==> src/pmwc_defines.svh <==
// Purpose: constants for the power mode and wake control block
// Assumes: 100 MHz sys_clk_i, AXI4-Lite register access
// Notes:   offsets are byte addresses of aligned words
//
// What this block does
// line three pin from port B, bits 7:6
// line two pin from port B, bits 5:4
// port B line 4 never wakes halt
// line one pin from port A, bits 3:2
// line zero pin from port A, bits 1:0
// pin select register read/write, reset 0Ch
// reset enters run at master clock
// slow select divides clock by 32
// wait during slow gives slow-wait
// wait stops CPU, peripherals keep running
// wait entry clears interrupt mask
// wait ends on interrupt or reset, vector branch
// service pushes flags, mask set till pop
// plain halt only without active-halt or auto-wake
// active-halt enable from timer enable bits
// halt exit waits 256 or 4096 cycles
// halt entry forces interrupt mask to zero
// halt stops oscillator and peripherals
// watchdog-in-halt option gives watchdog reset
// clock loop adds start-up delay after wake
// pending unmasked external lines wake halt
// line three code 11 selects no pin
`ifndef PMWC_DEFINES_SVH
`define PMWC_DEFINES_SVH
`define PMWC_OFS_PIN_SEL   12'h000
`define PMWC_OFS_CLK_CTRL  12'h004
`define PMWC_OFS_WAKE_CFG  12'h008
`define PMWC_OFS_STATUS    12'h00c
`define PMWC_PIN_SEL_RST   8'h0c
`define PMWC_L3_MSB        7
`define PMWC_L2_MSB        5
`define PMWC_L1_MSB        3
`define PMWC_L0_MSB        1
`define PMWC_SLOW_DIV      32
`define PMWC_STARTUP_SHORT 256
`define PMWC_STARTUP_LONG  4096
`define PMWC_LOOP_STARTUP  64
`endif

==> src/pmwc_pkg.sv <==
// Purpose: types for the power mode and wake control block
// Assumes: nothing beyond the defines header
// Notes:   mode encodings run from zero in declaration order
package pmwc_pkg;
  typedef enum logic [2:0] {PMWC_RUN, PMWC_WAIT, PMWC_HALT, PMWC_STARTUP, PMWC_LOOP} pmwc_mode_t;
  typedef struct packed {
    logic        awvalid;
    logic [11:0] awaddr;
    logic        wvalid;
    logic [31:0] wdata;
    logic [3:0]  wstrb;
    logic        bready;
    logic        arvalid;
    logic [11:0] araddr;
    logic        rready;
  } pmwc_axi_req_t;
  typedef struct packed {
    logic        awready;
    logic        wready;
    logic        bvalid;
    logic [1:0]  bresp;
    logic        arready;
    logic        rvalid;
    logic [31:0] rdata;
    logic [1:0]  rresp;
  } pmwc_axi_rsp_t;
endpackage

==> src/pmwc_top.sv <==
// Purpose: power mode sequencing, clock gating and external wake routing
// Assumes: core pulses the wait/halt requests; pins synchronous to sys_clk_i
// Notes:   clock enables are outputs; actual gating cells sit outside
`timescale 1ns/1ps
`include "pmwc_defines.svh"
module pmwc_top #(
  parameter int STARTUP_LONG = `PMWC_STARTUP_LONG,
  parameter int SLOW_DIV     = `PMWC_SLOW_DIV
) (
  input  wire logic                   sys_clk_i,
  input  wire logic                   rst_n_i,
  input  wire pmwc_pkg::pmwc_axi_req_t axi_req_i,
  output pmwc_pkg::pmwc_axi_rsp_t      axi_rsp_o,
  input  wire logic [6:0]             port_b_i,
  input  wire logic [7:0]             port_a_i,
  input  wire logic                   wfi_instr_i,
  input  wire logic                   halt_instr_i,
  input  wire logic                   irq_pending_i,
  input  wire logic                   halt_wake_irq_i,
  input  wire logic                   vector_taken_i,
  input  wire logic                   ccr_popped_i,
  input  wire logic                   watchdog_on_i,
  input  wire logic                   timebase_one_irq_enable_i,
  input  wire logic                   reload_overflow_irq_enable_i,
  input  wire logic [1:0]             reload_clock_select_i,
  input  wire logic                   auto_wake_enable_i,
  output logic [3:0]                  ext_irq_line_o,
  output logic                        irq_mask_o,
  output logic                        ccr_push_o,
  output logic                        cpu_clk_en_o,
  output logic                        periph_clk_en_o,
  output logic                        osc_on_o,
  output logic                        watchdog_reset_o,
  output logic                        active_halt_req_o,
  output logic                        fetch_vector_o
);
  import pmwc_pkg::*;

  initial begin
    if (STARTUP_LONG < 2 || STARTUP_LONG > 65535 || SLOW_DIV < 2 || SLOW_DIV > 255) begin
      $error("pmwc_top: unsupported parameter value");
    end
  end

  localparam logic [15:0] START_SHORT_C = 16'(`PMWC_STARTUP_SHORT);
  localparam logic [15:0] START_LONG_C  = 16'(STARTUP_LONG);
  localparam logic [15:0] LOOP_C        = 16'(`PMWC_LOOP_STARTUP);
  localparam logic [7:0]  SLOW_LAST_C   = 8'(SLOW_DIV - 1);

  // registers
  logic [7:0]  pin_sel;
  logic        slow_sel;
  logic        long_start;
  logic        loop_en;
  logic        wdg_halt_opt;
  pmwc_mode_t  mode;
  logic [15:0] cnt;
  logic [7:0]  slow_cnt;
  logic        in_service;
  logic        mask;
  logic [3:0]  line_q;

  // pin routing
  wire [1:0] line_three_pin_field = pin_sel[`PMWC_L3_MSB -: 2];
  wire [1:0] line_two_pin_field   = pin_sel[`PMWC_L2_MSB -: 2];
  wire [1:0] line_one_pin_field   = pin_sel[`PMWC_L1_MSB -: 2];
  wire [1:0] line_zero_pin_field  = pin_sel[`PMWC_L0_MSB -: 2];
  wire ext_irq_line_three = (line_three_pin_field == 2'h3) ? 1'b0 : port_b_i[line_three_pin_field];
  wire ext_irq_line_two   = port_b_i[3'(line_two_pin_field) + 3'h3];
  wire ext_irq_line_one   = port_a_i[3'(line_one_pin_field) + 3'h4];
  wire ext_irq_line_zero  = port_a_i[3'(line_zero_pin_field)];
  wire [3:0] next_line    = {ext_irq_line_three, ext_irq_line_two, ext_irq_line_one, ext_irq_line_zero};
  // port b line 4 has no wake path with the oscillator off
  wire line_two_halt_ok   = (line_two_pin_field != 2'h1);
  wire [3:0] wake_lines   = line_q & {1'b1, line_two_halt_ok, 2'b11};
  wire ext_wake           = (|wake_lines) && !mask;

  // halt decision
  wire active_halt_en = timebase_one_irq_enable_i ||
                        (reload_overflow_irq_enable_i && reload_clock_select_i == 2'h1);
  wire plain_halt     = !active_halt_en && !auto_wake_enable_i;
  wire halt_to_wdg    = halt_instr_i && watchdog_on_i && wdg_halt_opt && !active_halt_en;

  // bus decode
  wire wr_go     = axi_req_i.awvalid && axi_req_i.wvalid && !axi_rsp_o.bvalid;
  wire rd_go     = axi_req_i.arvalid && !axi_rsp_o.rvalid;
  wire wr_pin    = wr_go && axi_req_i.awaddr == `PMWC_OFS_PIN_SEL && axi_req_i.wstrb[0];
  wire wr_clk    = wr_go && axi_req_i.awaddr == `PMWC_OFS_CLK_CTRL && axi_req_i.wstrb[0];
  wire wr_cfg    = wr_go && axi_req_i.awaddr == `PMWC_OFS_WAKE_CFG && axi_req_i.wstrb[0];
  wire wr_hit    = axi_req_i.awaddr == `PMWC_OFS_PIN_SEL || axi_req_i.awaddr == `PMWC_OFS_CLK_CTRL ||
                   axi_req_i.awaddr == `PMWC_OFS_WAKE_CFG || axi_req_i.awaddr == `PMWC_OFS_STATUS;
  logic [31:0] rd_word;
  logic        rd_hit;
  always_comb begin
    rd_hit  = 1'b1;
    if (axi_req_i.araddr == `PMWC_OFS_PIN_SEL) begin
      rd_word = {24'h0, pin_sel};
    end else if (axi_req_i.araddr == `PMWC_OFS_CLK_CTRL) begin
      rd_word = {31'h0, slow_sel};
    end else if (axi_req_i.araddr == `PMWC_OFS_WAKE_CFG) begin
      rd_word = {29'h0, wdg_halt_opt, loop_en, long_start};
    end else if (axi_req_i.araddr == `PMWC_OFS_STATUS) begin
      rd_word = {24'h0, line_q, mask, 3'(mode)};
    end else begin
      rd_word = 32'h0;
      rd_hit  = 1'b0;
    end
  end
  assign axi_rsp_o.awready = wr_go;
  assign axi_rsp_o.wready  = wr_go;
  assign axi_rsp_o.arready = rd_go;

  always_ff @(posedge sys_clk_i or negedge rst_n_i) begin
    if (!rst_n_i) begin
      axi_rsp_o.bvalid <= 1'b0;
      axi_rsp_o.bresp  <= 2'h0;
      axi_rsp_o.rvalid <= 1'b0;
      axi_rsp_o.rdata  <= 32'h0;
      axi_rsp_o.rresp  <= 2'h0;
    end else begin
      if (wr_go) begin
        axi_rsp_o.bvalid <= 1'b1;
        axi_rsp_o.bresp  <= wr_hit ? 2'h0 : 2'h2;
      end else if (axi_req_i.bready) begin
        axi_rsp_o.bvalid <= 1'b0;
      end
      if (rd_go) begin
        axi_rsp_o.rvalid <= 1'b1;
        axi_rsp_o.rdata  <= rd_word;
        axi_rsp_o.rresp  <= rd_hit ? 2'h0 : 2'h2;
      end else if (axi_req_i.rready) begin
        axi_rsp_o.rvalid <= 1'b0;
      end
    end
  end

  always_ff @(posedge sys_clk_i or negedge rst_n_i) begin
    if (!rst_n_i) begin
      pin_sel      <= `PMWC_PIN_SEL_RST;
      slow_sel     <= 1'b0;
      long_start   <= 1'b0;
      loop_en      <= 1'b0;
      wdg_halt_opt <= 1'b0;
      line_q       <= 4'h0;
    end else begin
      line_q <= next_line;
      if (wr_pin) begin
        pin_sel <= axi_req_i.wdata[7:0];
      end
      if (wr_clk) begin
        slow_sel <= axi_req_i.wdata[0];
      end
      if (wr_cfg) begin
        long_start   <= axi_req_i.wdata[0];
        loop_en      <= axi_req_i.wdata[1];
        wdg_halt_opt <= axi_req_i.wdata[2];
      end
    end
  end

  // mode sequencer
  wire wake_any = irq_pending_i || (|line_q && !mask);
  wire cnt_done = (cnt == 16'h1);
  pmwc_mode_t next_mode;
  logic [15:0] next_cnt;
  always_comb begin
    next_mode = mode;
    next_cnt  = (cnt != 16'h0) ? cnt - 16'h1 : 16'h0;
    case (mode)
      PMWC_RUN: begin
        if (halt_instr_i && plain_halt && !halt_to_wdg) begin
          next_mode = PMWC_HALT;
        end else if (wfi_instr_i) begin
          next_mode = PMWC_WAIT;
        end
      end
      PMWC_WAIT: begin
        if (wake_any) begin
          next_mode = PMWC_RUN;
        end
      end
      PMWC_HALT: begin
        if (ext_wake || halt_wake_irq_i) begin
          next_mode = PMWC_STARTUP;
          next_cnt  = long_start ? START_LONG_C : START_SHORT_C;
        end
      end
      PMWC_STARTUP: begin
        if (cnt_done) begin
          next_mode = loop_en ? PMWC_LOOP : PMWC_RUN;
          next_cnt  = LOOP_C;
        end
      end
      PMWC_LOOP: begin
        if (cnt_done) begin
          next_mode = PMWC_RUN;
        end
      end
      default: next_mode = PMWC_RUN;
    endcase
  end

  // slow divider: one cpu enable per divide period
  wire slow_tick = (slow_cnt == 8'h0);
  always_ff @(posedge sys_clk_i or negedge rst_n_i) begin
    if (!rst_n_i) begin
      mode     <= PMWC_RUN;
      cnt      <= 16'h0;
      slow_cnt <= 8'h0;
    end else begin
      mode     <= next_mode;
      cnt      <= next_cnt;
      slow_cnt <= (slow_tick || !slow_sel) ? SLOW_LAST_C : slow_cnt - 8'h1;
    end
  end

  // interrupt mask: entry into wait/halt clears it, service sets it, pop clears
  wire enter_low = (mode == PMWC_RUN) && (next_mode == PMWC_WAIT || next_mode == PMWC_HALT);
  always_ff @(posedge sys_clk_i or negedge rst_n_i) begin
    if (!rst_n_i) begin
      mask       <= 1'b1;
      in_service <= 1'b0;
    end else begin
      if (vector_taken_i) begin
        mask       <= 1'b1;
        in_service <= 1'b1;
      end else if (enter_low) begin
        mask <= 1'b0;
      end else if (ccr_popped_i && in_service) begin
        mask       <= 1'b0;
        in_service <= 1'b0;
      end
    end
  end

  // gating outputs; wait keeps peripherals, halt stops all
  wire clk_tick = slow_sel ? slow_tick : 1'b1;
  assign cpu_clk_en_o      = (mode == PMWC_RUN) && clk_tick;
  assign periph_clk_en_o   = (mode == PMWC_RUN || mode == PMWC_WAIT) && clk_tick;
  assign osc_on_o          = (mode != PMWC_HALT);
  assign watchdog_reset_o  = halt_to_wdg;
  assign active_halt_req_o = halt_instr_i && !plain_halt && !halt_to_wdg;
  assign fetch_vector_o    = (mode != PMWC_RUN) && (next_mode == PMWC_RUN);
  assign ccr_push_o        = vector_taken_i;
  assign irq_mask_o        = mask;
  assign ext_irq_line_o    = line_q;

  // cycles spent in the present mode; long repetitions stall the checkers, so count instead
  logic [15:0] phase_cycles;
  logic [15:0] su_want;
  always_ff @(posedge sys_clk_i or negedge rst_n_i) begin
    if (!rst_n_i) begin
      phase_cycles <= 16'h0;
    end else begin
      phase_cycles <= (next_mode == mode) ? phase_cycles + 16'h1 : 16'h0;
    end
  end
  // startup length latched at wake so a bus write mid-startup cannot blur the check
  always_ff @(posedge sys_clk_i or negedge rst_n_i) begin
    if (!rst_n_i) begin
      su_want <= START_SHORT_C;
    end else if (mode == PMWC_HALT && next_mode == PMWC_STARTUP) begin
      su_want <= long_start ? START_LONG_C : START_SHORT_C;
    end
  end

  a_halt_mask_zero: assert property (@(posedge sys_clk_i) disable iff (!rst_n_i)
    (mode == PMWC_RUN && halt_instr_i && plain_halt && !halt_to_wdg && !vector_taken_i) |=> !mask)
    else $error("mask not cleared on halt");
  a_wait_mask_zero: assert property (@(posedge sys_clk_i) disable iff (!rst_n_i)
    (mode == PMWC_RUN && wfi_instr_i && !halt_instr_i && !vector_taken_i) |=> (mode == PMWC_WAIT && !mask))
    else $error("wait entry wrong");
  a_halt_osc_off: assert property (@(posedge sys_clk_i) disable iff (!rst_n_i)
    (mode == PMWC_HALT) |-> (!osc_on_o && !cpu_clk_en_o && !periph_clk_en_o))
    else $error("clocks run in halt");
  a_wait_periph: assert property (@(posedge sys_clk_i) disable iff (!rst_n_i)
    (mode == PMWC_WAIT && !slow_sel) |-> (periph_clk_en_o && !cpu_clk_en_o))
    else $error("wait gating wrong");
  a_startup_len: assert property (@(posedge sys_clk_i) disable iff (!rst_n_i)
    (mode == PMWC_STARTUP && next_mode != PMWC_STARTUP) |-> (phase_cycles == su_want - 16'h1))
    else $error("startup length wrong");
  a_loop_len: assert property (@(posedge sys_clk_i) disable iff (!rst_n_i)
    (mode == PMWC_LOOP && next_mode != PMWC_LOOP) |-> (phase_cycles == LOOP_C - 16'h1))
    else $error("loop delay length wrong");
  a_startup_clocks: assert property (@(posedge sys_clk_i) disable iff (!rst_n_i)
    (mode == PMWC_STARTUP || mode == PMWC_LOOP) |-> (osc_on_o && !cpu_clk_en_o && !periph_clk_en_o))
    else $error("clocks given during startup");

  // halt entry and exit
  a_halt_refused: assert property (@(posedge sys_clk_i) disable iff (!rst_n_i)
    (mode == PMWC_RUN && halt_instr_i && !plain_halt) |=> mode != PMWC_HALT)
    else $error("plain halt entered wrongly");
  a_active_halt: assert property (@(posedge sys_clk_i) disable iff (!rst_n_i)
    (mode == PMWC_RUN && halt_instr_i && timebase_one_irq_enable_i && !wfi_instr_i) |=> mode == PMWC_RUN)
    else $error("halt taken with active-halt on");
  a_wdg_reset: assert property (@(posedge sys_clk_i) disable iff (!rst_n_i)
    (halt_instr_i && watchdog_on_i && wdg_halt_opt && !active_halt_en) |-> watchdog_reset_o)
    else $error("watchdog reset missing");
  a_halt_hold: assert property (@(posedge sys_clk_i) disable iff (!rst_n_i)
    (mode == PMWC_HALT && !ext_wake && !halt_wake_irq_i) |=> mode == PMWC_HALT)
    else $error("halt left without wake");
  a_halt_wake: assert property (@(posedge sys_clk_i) disable iff (!rst_n_i)
    (mode == PMWC_HALT && (|wake_lines) && !mask) |=> mode == PMWC_STARTUP)
    else $error("line did not wake halt");

  // wait entry and exit
  a_wait_hold: assert property (@(posedge sys_clk_i) disable iff (!rst_n_i)
    (mode == PMWC_WAIT && !wake_any) |=> mode == PMWC_WAIT)
    else $error("wait left without wake");
  a_wait_exit: assert property (@(posedge sys_clk_i) disable iff (!rst_n_i)
    (mode == PMWC_WAIT && irq_pending_i) |-> fetch_vector_o ##1 (mode == PMWC_RUN))
    else $error("wait exit wrong");
  a_slow_wait: assert property (@(posedge sys_clk_i) disable iff (!rst_n_i)
    (mode == PMWC_WAIT && slow_sel && !wr_clk && periph_clk_en_o) |=> !periph_clk_en_o)
    else $error("slow-wait rate wrong");
  a_fast_run: assert property (@(posedge sys_clk_i) disable iff (!rst_n_i)
    (mode == PMWC_RUN && !slow_sel) |-> (cpu_clk_en_o && periph_clk_en_o))
    else $error("run clocks missing");

  // service mask
  a_mask_service: assert property (@(posedge sys_clk_i) disable iff (!rst_n_i)
    vector_taken_i |=> mask)
    else $error("mask not set in service");
  a_push_vector: assert property (@(posedge sys_clk_i) disable iff (!rst_n_i)
    vector_taken_i |-> ccr_push_o)
    else $error("flags not pushed");
  a_mask_pop: assert property (@(posedge sys_clk_i) disable iff (!rst_n_i)
    (ccr_popped_i && in_service && !vector_taken_i && !enter_low) |=> !mask)
    else $error("mask not cleared on pop");

  // pin routing and register
  a_line_zero_route: assert property (@(posedge sys_clk_i) disable iff (!rst_n_i)
    (line_zero_pin_field == 2'h2) |=> line_q[0] == $past(port_a_i[2]))
    else $error("line zero route wrong");
  a_line_one_route: assert property (@(posedge sys_clk_i) disable iff (!rst_n_i)
    (line_one_pin_field == 2'h3) |=> line_q[1] == $past(port_a_i[7]))
    else $error("line one route wrong");
  a_line_two_route: assert property (@(posedge sys_clk_i) disable iff (!rst_n_i)
    (line_two_pin_field == 2'h3) |=> line_q[2] == $past(port_b_i[6]))
    else $error("line two route wrong");
  a_line_three_route: assert property (@(posedge sys_clk_i) disable iff (!rst_n_i)
    (line_three_pin_field == 2'h0) |=> line_q[3] == $past(port_b_i[0]))
    else $error("line three route wrong");
  a_pin_sel_write: assert property (@(posedge sys_clk_i) disable iff (!rst_n_i)
    wr_pin |=> pin_sel == $past(axi_req_i.wdata[7:0]))
    else $error("pin select write lost");
  a_write_resp: assert property (@(posedge sys_clk_i) disable iff (!rst_n_i)
    wr_go |=> axi_rsp_o.bvalid)
    else $error("write response missing");
  a_read_resp: assert property (@(posedge sys_clk_i) disable iff (!rst_n_i)
    rd_go |=> axi_rsp_o.rvalid)
    else $error("read response missing");
  a_line_three_off: assert property (@(posedge sys_clk_i) disable iff (!rst_n_i)
    (line_three_pin_field == 2'h3) |=> !line_q[3])
    else $error("line three code 11 active");
  a_pb4_no_wake: assert property (@(posedge sys_clk_i) disable iff (!rst_n_i)
    (mode == PMWC_HALT && line_two_pin_field == 2'h1 && line_q == 4'h4 && !halt_wake_irq_i) |=> mode == PMWC_HALT)
    else $error("pb4 woke halt");
  a_wdg_no_halt: assert property (@(posedge sys_clk_i) disable iff (!rst_n_i)
    watchdog_reset_o |=> mode != PMWC_HALT)
    else $error("halt entered on watchdog");
  a_slow_rate: assert property (@(posedge sys_clk_i) disable iff (!rst_n_i)
    (slow_sel && $past(slow_sel) && !wr_clk && cpu_clk_en_o) |=> !cpu_clk_en_o)
    else $error("slow rate wrong");
  c_wait_wake: cover property (@(posedge sys_clk_i) mode == PMWC_WAIT ##1 mode == PMWC_RUN);
  c_halt_wake: cover property (@(posedge sys_clk_i) mode == PMWC_HALT ##1 mode == PMWC_STARTUP);
  c_loop: cover property (@(posedge sys_clk_i) mode == PMWC_LOOP);
  c_slow_wait: cover property (@(posedge sys_clk_i) mode == PMWC_WAIT && slow_sel && periph_clk_en_o);
  c_wdg_reset: cover property (@(posedge sys_clk_i) watchdog_reset_o);
endmodule

==> config.mk <==
export PLATFORM = sky130hd
export DESIGN_NAME = pmwc_top
export DESIGN_NICKNAME = d
export VERILOG_FILES = /design/src/pmwc_pkg.sv /design/src/pmwc_top.sv
export VERILOG_INCLUDE_DIRS = /design/src
export SDC_FILE = /design/constraint.sdc
export NUM_CORES = 1
export LEC_CHECK = 0
export ABC_AREA = 1
export BUFFER_PORTS_ARGS = -buffer_cell sky130_fd_sc_hd__buf_2
export CAP_MARGIN = 5
export CORE_MARGIN = 8
export CORE_UTILIZATION = 51
export DETAILED_ROUTE_END_ITERATION = 8
export PLACE_DENSITY_LB_ADDON = 0.1
export SLEW_MARGIN = 40
export SYNTH_ARGS = -nofsm -noshare
export SYNTH_HDL_FRONTEND = slang
export SYNTH_SLANG_ARGS = --single-unit
==> constraint.sdc <==
create_clock -name sys_clk_i -period 3.3 [get_ports sys_clk_i]
set_clock_uncertainty 0.1 [all_clocks]
set_input_delay 0.33 -clock sys_clk_i [delete_from_list [all_inputs] [get_ports sys_clk_i]]
set_output_delay 0.33 -clock sys_clk_i [all_outputs]
set_load 0.02 [all_outputs]
==> impl_metrics.tcl <==
set metrics [dict create \
    synthCells 420 \
    slew_viol_final 0 \
    dp_hpwl_um 6162 \
    drt_pass1_iterations 5 \
    cp-end-kind "output port" \
    antenna_found_initial 0 \
    postRouteAntennaNets 0 \
    yosysSeqAreaShare_pct 43.10 \
    pwr_density_cell_nw_per_um2 630.2 \
    r2r-start "pin_sel[4]$_DFFE_PN0P_" \
    drt_iter0_markers 92 \
    routed.top_layer "met4" \
    area_growth_pct 19.38 \
    final_nets 621 \
    fin_crit_sh_pct 76.20 \
    layout_common_cells "buf_2, nand2_1, nor2_1" \
    max_freq_mhz 397.7 \
    grt_overflow_total 0 \
    min_path_cells 2 \
    slew_headroom_pct 56.74 \
    min_from "axi_req_i[14]" \
    post_cts_buffers 0 \
    hold_violations 0 \
    route.met3.wl_um 665 \
    r2r_cells 10 \
    clk_path_buf_depth 2 \
    via_count 2874 \
    diodes 0 \
    tightest_slew_ns 0.6470 \
    critical_path.max_fanout 8 \
    p_leak_nw 2.233 \
    dieArea_um2 9343 \
    avgRoutedWirePerCell_um 12.72 \
    yosys_warnings 0 \
    tns_ns 0 \
    drc 0 \
    met2_length_um 3596 \
    final_util_pct 62.74 \
    critPathKind "reg -> out" \
    ir_worst_vdd_v 0.0004966 \
    grt_pass1_wl_um 12810 \
    cts_num_sinks 57 \
    postPlaceCellArea_um2 3755 \
    ys_seq_elements 57 \
    synth_area_per_cell_um2 7.900 \
    coreArea_um2 6314 \
    cts_tree "built" \
    drv_cap 0 \
    clkLatencyLatePin_ns 0.33 \
    path_clk_slew_ns 0.07 \
    report.final.setup_viol 0 \
    hp-class "in -> reg" \
    min_period_ns 2.515 \
    synth_edf_count 0 \
    layout_commonest_cell "buf_2" \
    p_total_w 0.002496 \
    track_usage_pct 16.28 \
    finalWirelength_um 7658 \
    grt_max_degree 28 \
    crit_arrival_ns 2.08 \
    synth_cell_types 41 \
    grt_pass1_vias 2903 \
    initial_core_util_pct 52.56 \
    gp_congestion 0.8383 \
    port_buffers 93 \
    cts_inserted_buffers 9 \
    via_per_inst 4.774 \
    layout-drive-gt1-share_pct 25.14 \
    timing.rr.end "cnt[15]$_DFF_PN0_" \
    cts-resized-gates 0 \
    cts_hold_buf 1 \
    num_rows 29 \
    synth.cell_area_um2 3318 \
    async_reset_ff_share_pct 100.0 \
    finalInstanceArea_um2 3961 \
    root_buffer "clkbuf_8" \
    status "completed" \
    cp-start-kind "flop" \
    cts_htree_levels 3 \
    rsz0062_at_grt "false" \
    min_to "axi_rsp_o[38]$_DFFE_PN0P_" \
    crit_required_ns 2.87 \
    ioPinCount 147 \
    die-width_um 96.66 \
    r2r_slack_ns 1.17 \
    wl_met1_um 3284 \
    yosys_most_used_dff "dfrtp_1" \
    die_y_um 96.66 \
]
==> sequential cells by signal (all words and copies together) (netlist names) <==
register	cells
long_start	1
slow_sel	1
wdg_halt_opt	1
loop_en	1
mode	3
slow_cnt	8
ext_irq_line_o	4
pin_sel	8
axi_rsp_o	12
cnt	16
in_service	1
irq_mask_o	1
==> per-stage QoR <==
stage,cells,worst slack [ns],hold slack [ns]
floorplan,445,1.236,-0.06559
global placement,585,1.133,0.1572
detailed placement,585,1.129,0.1627
CTS,602,0.7534,0.06217
global route,602,0.5414,0.06267
finish,602,0.7853,0.07490
==> worst max path at each step <==
| stage | startpoint | endpoint | slack, ns |
|---|---|---|---|
| 5_1_grt | pin_sel[4]$_DFFE_PN0P_ | fetch_vector_o | 0.54 |
| 3_5_place_dp | pin_sel[4]$_DFFE_PN0P_ | fetch_vector_o | 1.13 |
| 4_1_cts | pin_sel[4]$_DFFE_PN0P_ | fetch_vector_o | 0.75 |
| 6_report | pin_sel[4]$_DFFE_PN0P_ | fetch_vector_o | 0.79 |
| 3_3_place_gp | pin_sel[5]$_DFFE_PN0P_ | fetch_vector_o | 1.13 |
| 2_1_floorplan | pin_sel[4]$_DFFE_PN0P_ | fetch_vector_o | 1.24 |
==> logic make-up (layout without fill, tap and decap cells) <==
kind of cell / Yosys count / in the layout / synth area share (%)
buffers and inverters: 93 / 173 / 13.95
other: 1 / 26 / 0.1130
AND/OR/NAND/NOR: 193 / 193 / 25.42
AO/OA/AOI/OAI: 48 / 48 / 8.824
adder cells (fa/ha/maj): 7 / 7 / 2.639
multiplexers: 11 / 11 / 3.318
XOR/XNOR: 10 / 10 / 2.639
flip-flops: 57 / 57 / 43.10
==> synth_stat cells, drive strengths merged (2+ instances only) <==
cell	instances	area, µm²
o221ai	3	26.28
o21a	4	30.03
xor2	6	52.55
xnor2	4	35.03
o22ai	4	25.02
nand4	4	25.02
dfstp	3	78.83
dfrtp	54	1351
a21oi	10	50.05
o31ai	2	15.01
buf	32	234.0
inv	61	229.0
nor3	13	70.07
nand2	73	281.5
or2	2	12.52
o21ai	19	95.09
nand3	20	105.1
ha	7	87.58
mux2i	11	110.1
a31oi	2	18.77
nor2	77	321.6
==> critical path: stages (launching register included) <==
cell and delay, ns:
dfrtp_1 0.47, ha_1 0.18, inv_1 0.03, nand2_1 0.05
nand3_1 0.06, nand2_1 0.06, nand2_1 0.08, nand2_1 0.13
nand3_1 0.10, nor2_2 0.10, nand2_1 0.07, nor3_1 0.21
buf_2 0.21
==> power breakdown <==
part / switching (W) / internal, W
Clock: 0.000275 / 0.000367
Sequential: 0.000152 / 0.000872
Combinational: 0.000523 / 0.000308
Total: 0.000950 / 0.00155
==> routing by layer <==
metal,GRT usage [%],vias to the layer above
li1,-,1485
met1,18.37,1290
met2,26.15,89
met3,7.681,10
met4,6.036,0
met5,0,-
==> final cells by class <==
class                   instances  area (µm²)
flip-flops and latches         57        1430
fillers                       578        2352
inverters                      61       229.0
clock buffers                  11       141.4
multi-input cells             295        1519
clock inverters                 5       55.05
repair buffers                 96       490.5
well taps                      77       96.34
Note: power is estimated with default switching activity, not from simulation.
